File: src/verilog/gate_timer_pkg.sv
// constants for the gated sixteen bit timer block
`default_nettype none
package gate_timer_pkg;
    // register byte addresses on the axi4-lite bus
    localparam logic [3:0] ctrl_addr = 4'h0;
    localparam logic [3:0] gate_addr = 4'h4;
    localparam logic [3:0] cnt_low_addr = 4'h8;
    localparam logic [3:0] cnt_high_addr = 4'hC;
    localparam logic [3:0] flag_addr = 4'h0 + 4'h0;
    localparam logic [7:0] flags_addr = 8'h10;
    // control register field positions
    localparam int ctl_src_hi = 7;
    localparam int ctl_src_lo = 6;
    localparam int ctl_pre_hi = 5;
    localparam int ctl_pre_lo = 4;
    localparam int ctl_osc_bit = 3;
    localparam int ctl_sync_bit = 2;
    localparam int ctl_on_bit = 0;
    // gate control register field positions
    localparam int gt_en_bit = 7;
    localparam int gt_pol_bit = 6;
    localparam int gt_tgl_bit = 5;
    localparam int gt_spm_bit = 4;
    localparam int gt_go_bit = 3;
    localparam int gt_val_bit = 2;
    localparam int gt_ss_hi = 1;
    localparam int gt_ss_lo = 0;
    // flag register bits
    localparam int fl_ovf_bit = 0;
    localparam int fl_gate_bit = 1;
    // reset values and writable masks
    localparam logic [7:0] ctrl_reset = 8'h00;
    localparam logic [7:0] gate_reset = 8'h00;
    localparam logic [7:0] ctrl_wmask = 8'hFD;
    // clock source codes
    localparam logic [1:0] src_fosc4 = 2'h0;
    localparam logic [1:0] src_fosc = 2'h1;
    localparam logic [1:0] src_pin = 2'h2;
    localparam logic [1:0] src_capacitive_sense_oscillator = 2'h3;
    // axi responses and the last count of the divide-by-four
    localparam logic [1:0] resp_okay = 2'h0;
    localparam logic [1:0] resp_slverr = 2'h2;
    localparam logic [1:0] div4_last = 2'h3;
endpackage
`default_nettype wire

File: src/verilog/gated_sixteen_bit_timer_control.sv
// gated sixteen bit timer with axi4-lite register access
// Overview of operation
// - two-bit field picks counter clock source
// - code 10: pin edges or crystal clock
// - prescaler divides by 1, 2, 4, 8
// - oscillator enable bit powers dedicated oscillator
// - sync bit: one skips, zero synchronises
// - internal sources ignore the sync bit
// - timer on runs; off stops, clears toggle
// - writable bits reset zero; unused bit reads zero
// - gate enable counts only while gate active
// - polarity bit selects active gate level
// - toggle mode flip-flop; held clear when off
// - single-pulse bit hands gate to acquisition
// - status reads one while armed, hardware clears
// - clearing single-pulse mode clears status
// - gate value bit shows live gate
// - gate source: pin, overflow, comparator 1, 2
// - count visible as high and low bytes
// - count wraps to zero, sets overflow flag
// - trailing edge ends acquisition, further ignored
// - gate value falling edge sets gate flag
// - 8-bit overflow makes a gate pulse
//
// Local design decisions: register access over AXI4-Lite and the register addresses.
`default_nettype none
module gated_sixteen_bit_timer_control
    import gate_timer_pkg::*;
(
    input wire logic aclk,
    input wire logic aresetn,
    input wire logic [4:0] s_axi_awaddr,
    input wire logic s_axi_awvalid,
    output logic s_axi_awready,
    input wire logic [31:0] s_axi_wdata,
    input wire logic [3:0] s_axi_wstrb,
    input wire logic s_axi_wvalid,
    output logic s_axi_wready,
    output logic [1:0] s_axi_bresp,
    output logic s_axi_bvalid,
    input wire logic s_axi_bready,
    input wire logic [4:0] s_axi_araddr,
    input wire logic s_axi_arvalid,
    output logic s_axi_arready,
    output logic [31:0] s_axi_rdata,
    output logic [1:0] s_axi_rresp,
    output logic s_axi_rvalid,
    input wire logic s_axi_rready,
    input wire logic external_clock_pin,
    input wire logic crystal_in_pin,
    output logic crystal_out_pin,
    output logic dedicated_osc_power,
    input wire logic capacitive_sense_oscillator,
    input wire logic gate_input_pin,
    input wire logic eight_bit_timer_wrap,
    input wire logic comparator_one_synced_output,
    input wire logic comparator_two_synced_output
);
    logic [7:0] ctrl_reg;
    logic [7:0] gate_reg;
    logic [15:0] count_reg;
    logic [1:0] flags_reg;
    // two-stage synchronisers for every outside input
    logic [1:0] ext_s, xtal_s, cap_s, gpin_s, wrap_s, c1_s, c2_s;
    logic ext_prev_reg, cap_prev_reg, xtal_prev_reg, sys_prev_reg;
    logic [1:0] div4_reg;
    logic [2:0] pre_reg;
    logic gate_prev_reg, tgl_reg, gval_reg, gval_prev_reg;
    logic spm_run_reg;
    // axi state
    logic aw_hold, w_hold;
    logic [4:0] aw_addr_reg;
    logic [31:0] w_data_reg;
    logic [3:0] w_strb_reg;

    always_ff @(posedge aclk) begin
        if (!aresetn) begin
            ext_s <= 2'h0;
            xtal_s <= 2'h0;
            cap_s <= 2'h0;
            gpin_s <= 2'h0;
            wrap_s <= 2'h0;
            c1_s <= 2'h0;
            c2_s <= 2'h0;
        end else begin
            ext_s <= {ext_s[0], external_clock_pin};
            xtal_s <= {xtal_s[0], crystal_in_pin};
            cap_s <= {cap_s[0], capacitive_sense_oscillator};
            gpin_s <= {gpin_s[0], gate_input_pin};
            wrap_s <= {wrap_s[0], eight_bit_timer_wrap};
            c1_s <= {c1_s[0], comparator_one_synced_output};
            c2_s <= {c2_s[0], comparator_two_synced_output};
        end
    end

    // every pin passes two flops, so the unsynchronised choice only skips
    // the extra edge-alignment stage below; this is the cost of one clock
    logic on, osc_en, sync_off;
    logic [1:0] src;
    assign on = ctrl_reg[ctl_on_bit];
    assign osc_en = ctrl_reg[ctl_osc_bit];
    assign sync_off = ctrl_reg[ctl_sync_bit];
    assign src = ctrl_reg[ctl_src_hi:ctl_src_lo];

    logic pin_level, pin_edge, ext_edge_sync, clk_edge;
    // crystal or pin level chosen by the oscillator enable
    assign pin_level = osc_en ? xtal_s[1] : ext_s[1];
    assign pin_edge = pin_level & ~(osc_en ? xtal_prev_reg : ext_prev_reg);
    // sync bit only matters for source 10
    assign ext_edge_sync = sync_off ? pin_edge : sys_prev_reg;

    always_ff @(posedge aclk) begin
        if (!aresetn) begin
            ext_prev_reg <= 1'b0;
            xtal_prev_reg <= 1'b0;
            cap_prev_reg <= 1'b0;
            sys_prev_reg <= 1'b0;
            div4_reg <= 2'h0;
        end else begin
            ext_prev_reg <= ext_s[1];
            xtal_prev_reg <= xtal_s[1];
            cap_prev_reg <= cap_s[1];
            sys_prev_reg <= pin_edge; // extra alignment to system clock
            div4_reg <= div4_reg + 2'h1;
        end
    end

    // clock source select
    always_comb begin
        case (src)
            src_fosc4: clk_edge = (div4_reg == div4_last);
            src_fosc: clk_edge = 1'b1;
            src_pin: clk_edge = ext_edge_sync;
            src_capacitive_sense_oscillator: clk_edge = cap_s[1] & ~cap_prev_reg;
            default: clk_edge = 1'b0;
        endcase
    end

    // prescaler: divides edges by 1, 2, 4 or 8
    logic pre_tick;
    logic [2:0] pre_mask;
    always_comb begin
        case (ctrl_reg[ctl_pre_hi:ctl_pre_lo])
            2'h0: pre_mask = 3'h0;
            2'h1: pre_mask = 3'h1;
            2'h2: pre_mask = 3'h3;
            default: pre_mask = 3'h7;
        endcase
    end
    assign pre_tick = clk_edge && ((pre_reg & pre_mask) == pre_mask);
    always_ff @(posedge aclk) begin
        if (!aresetn)
            pre_reg <= 3'h0;
        else if (clk_edge)
            pre_reg <= pre_reg + 3'h1;
    end

    // gate source mux overflow wrap pulse goes high
    logic gate_src, gate_pol, gate_lvl, gate_rise, toggle_on, spm;
    always_comb begin
        case (gate_reg[gt_ss_hi:gt_ss_lo])
            2'h0: gate_src = gpin_s[1];
            2'h1: gate_src = wrap_s[1];
            2'h2: gate_src = c1_s[1];
            default: gate_src = c2_s[1];
        endcase
    end
    // polarity applied before toggle and pulse logic
    assign gate_pol = gate_reg[gt_pol_bit] ? gate_src : ~gate_src;
    assign gate_rise = gate_pol & ~gate_prev_reg;
    assign toggle_on = gate_reg[gt_tgl_bit];
    assign spm = gate_reg[gt_spm_bit];
    assign gate_lvl = toggle_on ? tgl_reg : gate_pol;

    // toggle flip-flop, cleared when toggle mode or timer off
    always_ff @(posedge aclk) begin
        if (!aresetn) begin
            gate_prev_reg <= 1'b0;
            tgl_reg <= 1'b0;
        end else begin
            gate_prev_reg <= gate_pol;
            if (!toggle_on || !on)
                tgl_reg <= 1'b0;
            else if (gate_rise)
                tgl_reg <= ~tgl_reg;
        end
    end

    // single-pulse: armed waits for a leading edge, then runs until
    // the trailing edge of the gate value
    logic gval_next, go;
    assign go = gate_reg[gt_go_bit];
    always_comb begin
        if (spm)
            gval_next = spm_run_reg & gate_lvl;
        else
            gval_next = gate_lvl;
    end
    logic gval_fall, lvl_prev_reg, lvl_rise;
    assign gval_fall = gval_prev_reg & ~gval_reg;
    // an armed acquisition starts only on a leading edge, so a gate that
    // is already active when software arms it is not measured
    assign lvl_rise = gate_lvl & ~lvl_prev_reg;
    always_ff @(posedge aclk) begin
        if (!aresetn) begin
            spm_run_reg <= 1'b0;
            lvl_prev_reg <= 1'b0;
            gval_reg <= 1'b0;
            gval_prev_reg <= 1'b0;
        end else begin
            gval_reg <= gval_next; // live gate value
            gval_prev_reg <= gval_reg;
            lvl_prev_reg <= gate_lvl;
            if (!spm || !go)
                spm_run_reg <= 1'b0; // ignore events until re-armed
            else if (lvl_rise && !gval_reg)
                spm_run_reg <= 1'b1;
        end
    end

    // axi write channel capture, either order
    logic do_write, wr_ctrl, wr_gate, wr_lo, wr_hi, wr_ok;
    logic [7:0] wbyte;
    assign do_write = aw_hold && w_hold && !s_axi_bvalid;
    assign wbyte = w_data_reg[7:0];
    assign wr_ok = do_write && w_strb_reg[0];
    assign wr_ctrl = wr_ok && aw_addr_reg[4:2] == 3'(ctrl_addr[3:2]);
    assign wr_gate = wr_ok && aw_addr_reg[4:2] == 3'(gate_addr[3:2]);
    assign wr_lo = wr_ok && aw_addr_reg[4:2] == 3'(cnt_low_addr[3:2]);
    assign wr_hi = wr_ok && aw_addr_reg[4:2] == 3'(cnt_high_addr[3:2]);
    logic wr_flags;
    assign wr_flags = wr_ok && aw_addr_reg[4:2] == 3'(flags_addr[4:2]);

    // control register; reset only zeroes here
    always_ff @(posedge aclk) begin
        if (!aresetn)
            ctrl_reg <= ctrl_reset;
        else if (wr_ctrl)
            ctrl_reg <= wbyte & ctrl_wmask; // bit 1 reads zero
    end

    // gate control; status cleared on trailing edge or mode clear
    logic trailing;
    assign trailing = spm && spm_run_reg && gval_fall;
    always_ff @(posedge aclk) begin
        if (!aresetn) begin
            gate_reg <= gate_reset;
        end else begin
            if (wr_gate) begin
                gate_reg[7:4] <= wbyte[7:4];
                gate_reg[1:0] <= wbyte[1:0];
                gate_reg[gt_go_bit] <= wbyte[gt_go_bit] & wbyte[gt_spm_bit];
            end
            if (trailing && !(wr_gate && wbyte[gt_go_bit]))
                gate_reg[gt_go_bit] <= 1'b0;
            if (wr_gate && !wbyte[gt_spm_bit])
                gate_reg[gt_go_bit] <= 1'b0;
            gate_reg[gt_val_bit] <= 1'b0;
        end
    end

    // counter: on, prescaled edge, gate condition
    logic cnt_en, wrap;
    assign cnt_en = on && pre_tick && (!gate_reg[gt_en_bit] || gval_reg);
    assign wrap = cnt_en && count_reg == 16'hFFFF;
    always_ff @(posedge aclk) begin
        if (!aresetn)
            count_reg <= 16'h0000;
        else if (wr_lo)
            count_reg[7:0] <= wbyte;
        else if (wr_hi)
            count_reg[15:8] <= wbyte;
        else if (cnt_en)
            count_reg <= count_reg + 16'h0001; // rolls to zero
    end

    // sticky flags; hardware set wins over software clear
    always_ff @(posedge aclk) begin
        if (!aresetn) begin
            flags_reg <= 2'h0;
        end else begin
            if (wr_flags && wbyte[fl_ovf_bit])
                flags_reg[fl_ovf_bit] <= 1'b0;
            if (wrap)
                flags_reg[fl_ovf_bit] <= 1'b1;
            if (wr_flags && wbyte[fl_gate_bit])
                flags_reg[fl_gate_bit] <= 1'b0;
            if (gval_fall)
                flags_reg[fl_gate_bit] <= 1'b1;
        end
    end

    // oscillator power and crystal drive
    always_ff @(posedge aclk) begin
        if (!aresetn) begin
            dedicated_osc_power <= 1'b0;
            crystal_out_pin <= 1'b0;
        end else begin
            dedicated_osc_power <= osc_en;
            crystal_out_pin <= osc_en & ~xtal_s[1];
        end
    end

    // axi write address / data / response
    always_ff @(posedge aclk) begin
        if (!aresetn) begin
            aw_hold <= 1'b0;
            w_hold <= 1'b0;
            aw_addr_reg <= 5'h00;
            w_data_reg <= 32'h00000000;
            w_strb_reg <= 4'h0;
            s_axi_awready <= 1'b0;
            s_axi_wready <= 1'b0;
            s_axi_bvalid <= 1'b0;
            s_axi_bresp <= resp_okay;
        end else begin
            s_axi_awready <= !aw_hold && !s_axi_awready && s_axi_awvalid;
            s_axi_wready <= !w_hold && !s_axi_wready && s_axi_wvalid;
            if (s_axi_awvalid && s_axi_awready) begin
                aw_hold <= 1'b1;
                aw_addr_reg <= s_axi_awaddr;
            end
            if (s_axi_wvalid && s_axi_wready) begin
                w_hold <= 1'b1;
                w_data_reg <= s_axi_wdata;
                w_strb_reg <= s_axi_wstrb;
            end
            if (do_write) begin
                aw_hold <= 1'b0;
                w_hold <= 1'b0;
                s_axi_bvalid <= 1'b1;
                s_axi_bresp <= (aw_addr_reg[4:2] > 3'h4) ? resp_slverr
                                                         : resp_okay;
            end else if (s_axi_bvalid && s_axi_bready) begin
                s_axi_bvalid <= 1'b0;
            end
        end
    end

    // read mux; gate value bit inserted live
    logic [7:0] rbyte;
    always_comb begin
        case (s_axi_araddr[4:2])
            3'h0: rbyte = ctrl_reg;
            3'h1: rbyte = {gate_reg[7:3], gval_reg, gate_reg[1:0]};
            3'h2: rbyte = count_reg[7:0];
            3'h3: rbyte = count_reg[15:8];
            3'h4: rbyte = {6'h00, flags_reg};
            default: rbyte = 8'h00;
        endcase
    end

    always_ff @(posedge aclk) begin
        if (!aresetn) begin
            s_axi_arready <= 1'b0;
            s_axi_rvalid <= 1'b0;
            s_axi_rdata <= 32'h00000000;
            s_axi_rresp <= resp_okay;
        end else begin
            s_axi_arready <= s_axi_arvalid && !s_axi_arready &&
                             !s_axi_rvalid;
            if (s_axi_arvalid && s_axi_arready) begin
                s_axi_rvalid <= 1'b1;
                s_axi_rdata <= {24'h000000, rbyte};
                s_axi_rresp <= (s_axi_araddr[4:2] > 3'h4) ? resp_slverr
                                                          : resp_okay;
            end else if (s_axi_rvalid && s_axi_rready) begin
                s_axi_rvalid <= 1'b0;
            end
        end
    end
endmodule
`default_nettype wire

File: config.mk
export PLATFORM = sky130hd
export DESIGN_NAME = gated_sixteen_bit_timer_control
export DESIGN_NICKNAME = d
export VERILOG_FILES = /design/src/verilog/gate_timer_pkg.sv /design/src/verilog/gated_sixteen_bit_timer_control.sv
export SDC_FILE = /design/constraint.sdc
export NUM_CORES = 1
export LEC_CHECK = 0
export BUFFER_PORTS_ARGS = -buffer_cell sky130_fd_sc_hd__buf_4
export CORE_MARGIN = 3
export CORE_UTILIZATION = 35
export DETAILED_ROUTE_END_ITERATION = 6
export SLEW_MARGIN = 25
export SYNTH_ARGS = -nofsm -noshare
export SYNTH_HDL_FRONTEND = slang
export SYNTH_SLANG_ARGS = --single-unit
File: constraint.sdc
create_clock -name aclk -period 2.65 [get_ports aclk]
set_input_delay 0.1325 -clock aclk [delete_from_list [all_inputs] [get_ports aclk]]
set_output_delay 0.1325 -clock aclk [all_outputs]
set_load 0.1 [all_outputs]
==> run_results.csv <==
group,metric,value,unit
power_and_ir_drop,p_int,2.23,mW
sta,finalCritPeriodShare,87.6,%
worst_setup_path,crit_type,"flop to flop",
placed_design,pre_cts_ws,0.374,ns
floorplanning,pin_count,103,
cts,tritoncts,"done",
drt,vias_per_cell,5.28,
cts,cts_made_buffers,9,
worst_setup_path,reg2reg_slack,0.33,ns
placed_design,port_buffers,45,
placed_design,dp_cells,633,
worst_setup_path,crit_required,2.93,ns
sta,rsz0062_at_grt,"false",
cts,insertion_delay,0.35,ns
finish,mostFrequentLayoutCells,"dfxtp_1 (92), buf_4 (50), nand2_1 (43), nor2b_1 (29), conb_1 (26)",
logic_synthesis,syn_area_per_cell,9.21,um2
finish,mostFrequentLayoutCell,"dfxtp_1",
floorplanning,die_x,117,um
power_and_ir_drop,p_sw_share,27.5,%
power_and_ir_drop,power_frac_seq,46.8,%
grt,grt_pass1_vias,3180,
sta,relSlewSlack,50.9,%
floorplanning,coreArea,11700,um2
cts,post_cts_buffers,0,
finish,diodes,0,
logic_synthesis,synthFlopType,"dfxtp_1",
worst_setup_path,reg2reg_to,"count_reg[7]",
finish,fin_cells,656,
power_and_ir_drop,ir_worst_vdd,324,uV
floorplanning,dieArea,13600,um2
drt,drt_iter0_drc,230,
power_and_ir_drop,share_comb_of_total_power,11.2,%
worst_setup_path,setup.worst_path.end,"count_reg[7]",
worst_setup_path,critPathTopFamily,"simple AND/OR/NAND/NOR gates",
sta,skew,0.00815,ns
power_and_ir_drop,power,3.08,mW
worst_setup_path,cp_slowest_stage_delay,0.65,ns
worst_setup_path,startpoint_type,"flop",
floorplanning,floorplan.initialDensity,36.6,%
power_and_ir_drop,power.leakage,1.80,nW
min_path,hold_start,"s_axi_wvalid",
placed_design,gp_congestion,0.890,
finish,post-route-cell-area,5020,um2
logic_synthesis,synthArstFlopShare,0,%
sta,finalSetupViolations,0,
outcome,status,"finished clean",
worst_setup_path,worstReg2RegStart,"gval_reg",
worst_setup_path,critPathLaunch,"gval_reg",
logic_synthesis,synth_cells,465,
worst_setup_path,crit_fanout,19,
power_and_ir_drop,p_switching,847,uW
drt,ant_nets,0,
worst_setup_path,cp_num_buf_inv,1,
worst_setup_path,crit_chain,"inv_1, a221o_1, or3_1, or4_1, a31oi_1",
drt,first_pass_iters,4,
sta,tightest_slew,0.737,ns
cts,cts_resized,0,
finish,final_util,42.9,%
sta,setup_tns,0,ns
worst_setup_path,reg2reg_depth,5,
sta,max_freq,0.431,GHz
logic_synthesis,synth.distinct_cells,52,
sta,whs,0.0185,ns
grt,grt_pass1_wl,16300,um
grt,grt_start_max_net_pins,94,
placed_design,placed_area,4650,um2
drt,drc,0,
job,drv_cap,0,
floorplanning,rows,39,
drt,wl_per_cell,15.3,um
worst_setup_path,path_depth,5,
finish,multi_input_area,2230,um2
sta,hold_viol_final,0,
logic_synthesis,yosys_warnings,0,
grt,grt_overflow_total,0,
cts,cts.reportedPaths.clkPinSlew,0.06,ns
finish,largest_register_ffs,16,
placed_design,post-dp-hpwl,7150,um
drt,wl,10000,um
min_path,hold_path.class,"input pin to flop",
finish,regArea,1840,um2
finish,nNetsFinal,571,
worst_setup_path,worst_setup_path_end_kind,"flop",
cts,cts_root_buffer,"clkbuf_16",
logic_synthesis,synth_area,4280,um2
cts,clock_path_buffers,2,
worst_setup_path,worstPathArrival,2.60,ns
floorplanning,die_h,117,um
worst_setup_path,cp_slowest_cell,"or3_1",
power_and_ir_drop,cellPowerDensity,613,nW/um2
logic_synthesis,yosysSeqAreaShare,43.0,%
sta,setup_slack,0.327,ns
drt,via_count,3461,
cts,cts.sink_count,92,
logic_synthesis,synth-edff-count,0,
power_and_ir_drop,power.share.clock,42.0,%
logic_synthesis,ys_ff_latch,92,
grt,antenna_found_initial,0,
finish,syn2layout_area_growth,17.1,%
sta,slew_violations,0,
grt,gr-usage-all-layers,15.6,%
finish,fill_cells,1167,
finish,drive_gt1_share,15.6,%
sta,fin_crit,2.32,ns
cts,htreeDepth,3,
-- power groups by stage --
| stage | sequential (mW) | combinational [mW] | clock [mW] |
|---|---|---|---|
| 2_1_floorplan | 1.50 | 0.275 | 0 |
| 3_3_place_gp | 1.47 | 0.336 | 0 |
| 3_5_place_dp | 1.47 | 0.339 | 0 |
| 4_1_cts | 1.44 | 0.348 | 1.34 |
| 5_1_grt | 1.45 | 0.368 | 1.40 |
| 6_report | 1.44 | 0.345 | 1.29 |
-- tightest hold or removal path: stages --
cell and delay, ns:
buf_4 0.11, nand2_1 0.05, nor3_1 0.03
-- timing repair --
item | in CTS | in global routing
endpoints found under the hold margin | 7 | 0
hold buffers | 7 | 0
endpoints found under the setup margin | 0 | 0
-- cell families after synthesis --
group                    count (synthesis)  share of synthesized area (%)
AO/OA/AOI/OAI                           92                           14.3
XOR/XNOR                                 3                          0.613
adder cells (fa/ha/maj)                  3                          0.876
buffers and inverters                   57                           7.33
flip-flops                              92                           43.0
multiplexers                            24                           8.09
other                                    1                         0.0875
AND/OR/NAND/NOR                        193                           25.7
-- synth_stat cells, drive strengths merged (9+ instances only) --
master	count	share of area (%)
buf	28	4.8
nor3	9	1.1
o21ai	19	2.2
nand3	16	1.9
clkbuf	22	1.9
and2	24	3.5
a31oi	10	1.5
dfxtp	92	43
nor2	14	1.2
a21boi	21	3.7
nand2	43	3.8
mux2i	14	3.3
nor2b	29	4.2
a21oi	13	1.5
-- worst min path at each step --
stage                          to  slack (ns)  cells past startpoint
finish               s_axi_wready        0.02                      3
global route         s_axi_wready        0.01                      3
CTS                  s_axi_wready       0.003                      3
detailed placement        c2_s[0]        0.34                      2
global placement          c1_s[0]        0.34                      2
floorplan           s_axi_awready        0.25                      2
-- metal layers --
layer	wire (um)	GRT usage (%)	vias to the layer above
met3	648	3.68	26
li1	-	-	1707
met5	0	0	-
met4	355	8.41	0
met2	4490	23.7	111
met1	4550	20.7	1617
-- final cells by class --
cell class,count,share of cell area (%)
Clock buffer,9,4.49
Clock inverter,7,1.45
Inverter,7,0.524
Multi-Input combinational cell,341,44.4
Sequential cell,92,36.7
Tap cell,143,3.57
Timing Repair Buffer,57,8.88
(Power assumes the default switching activity.)
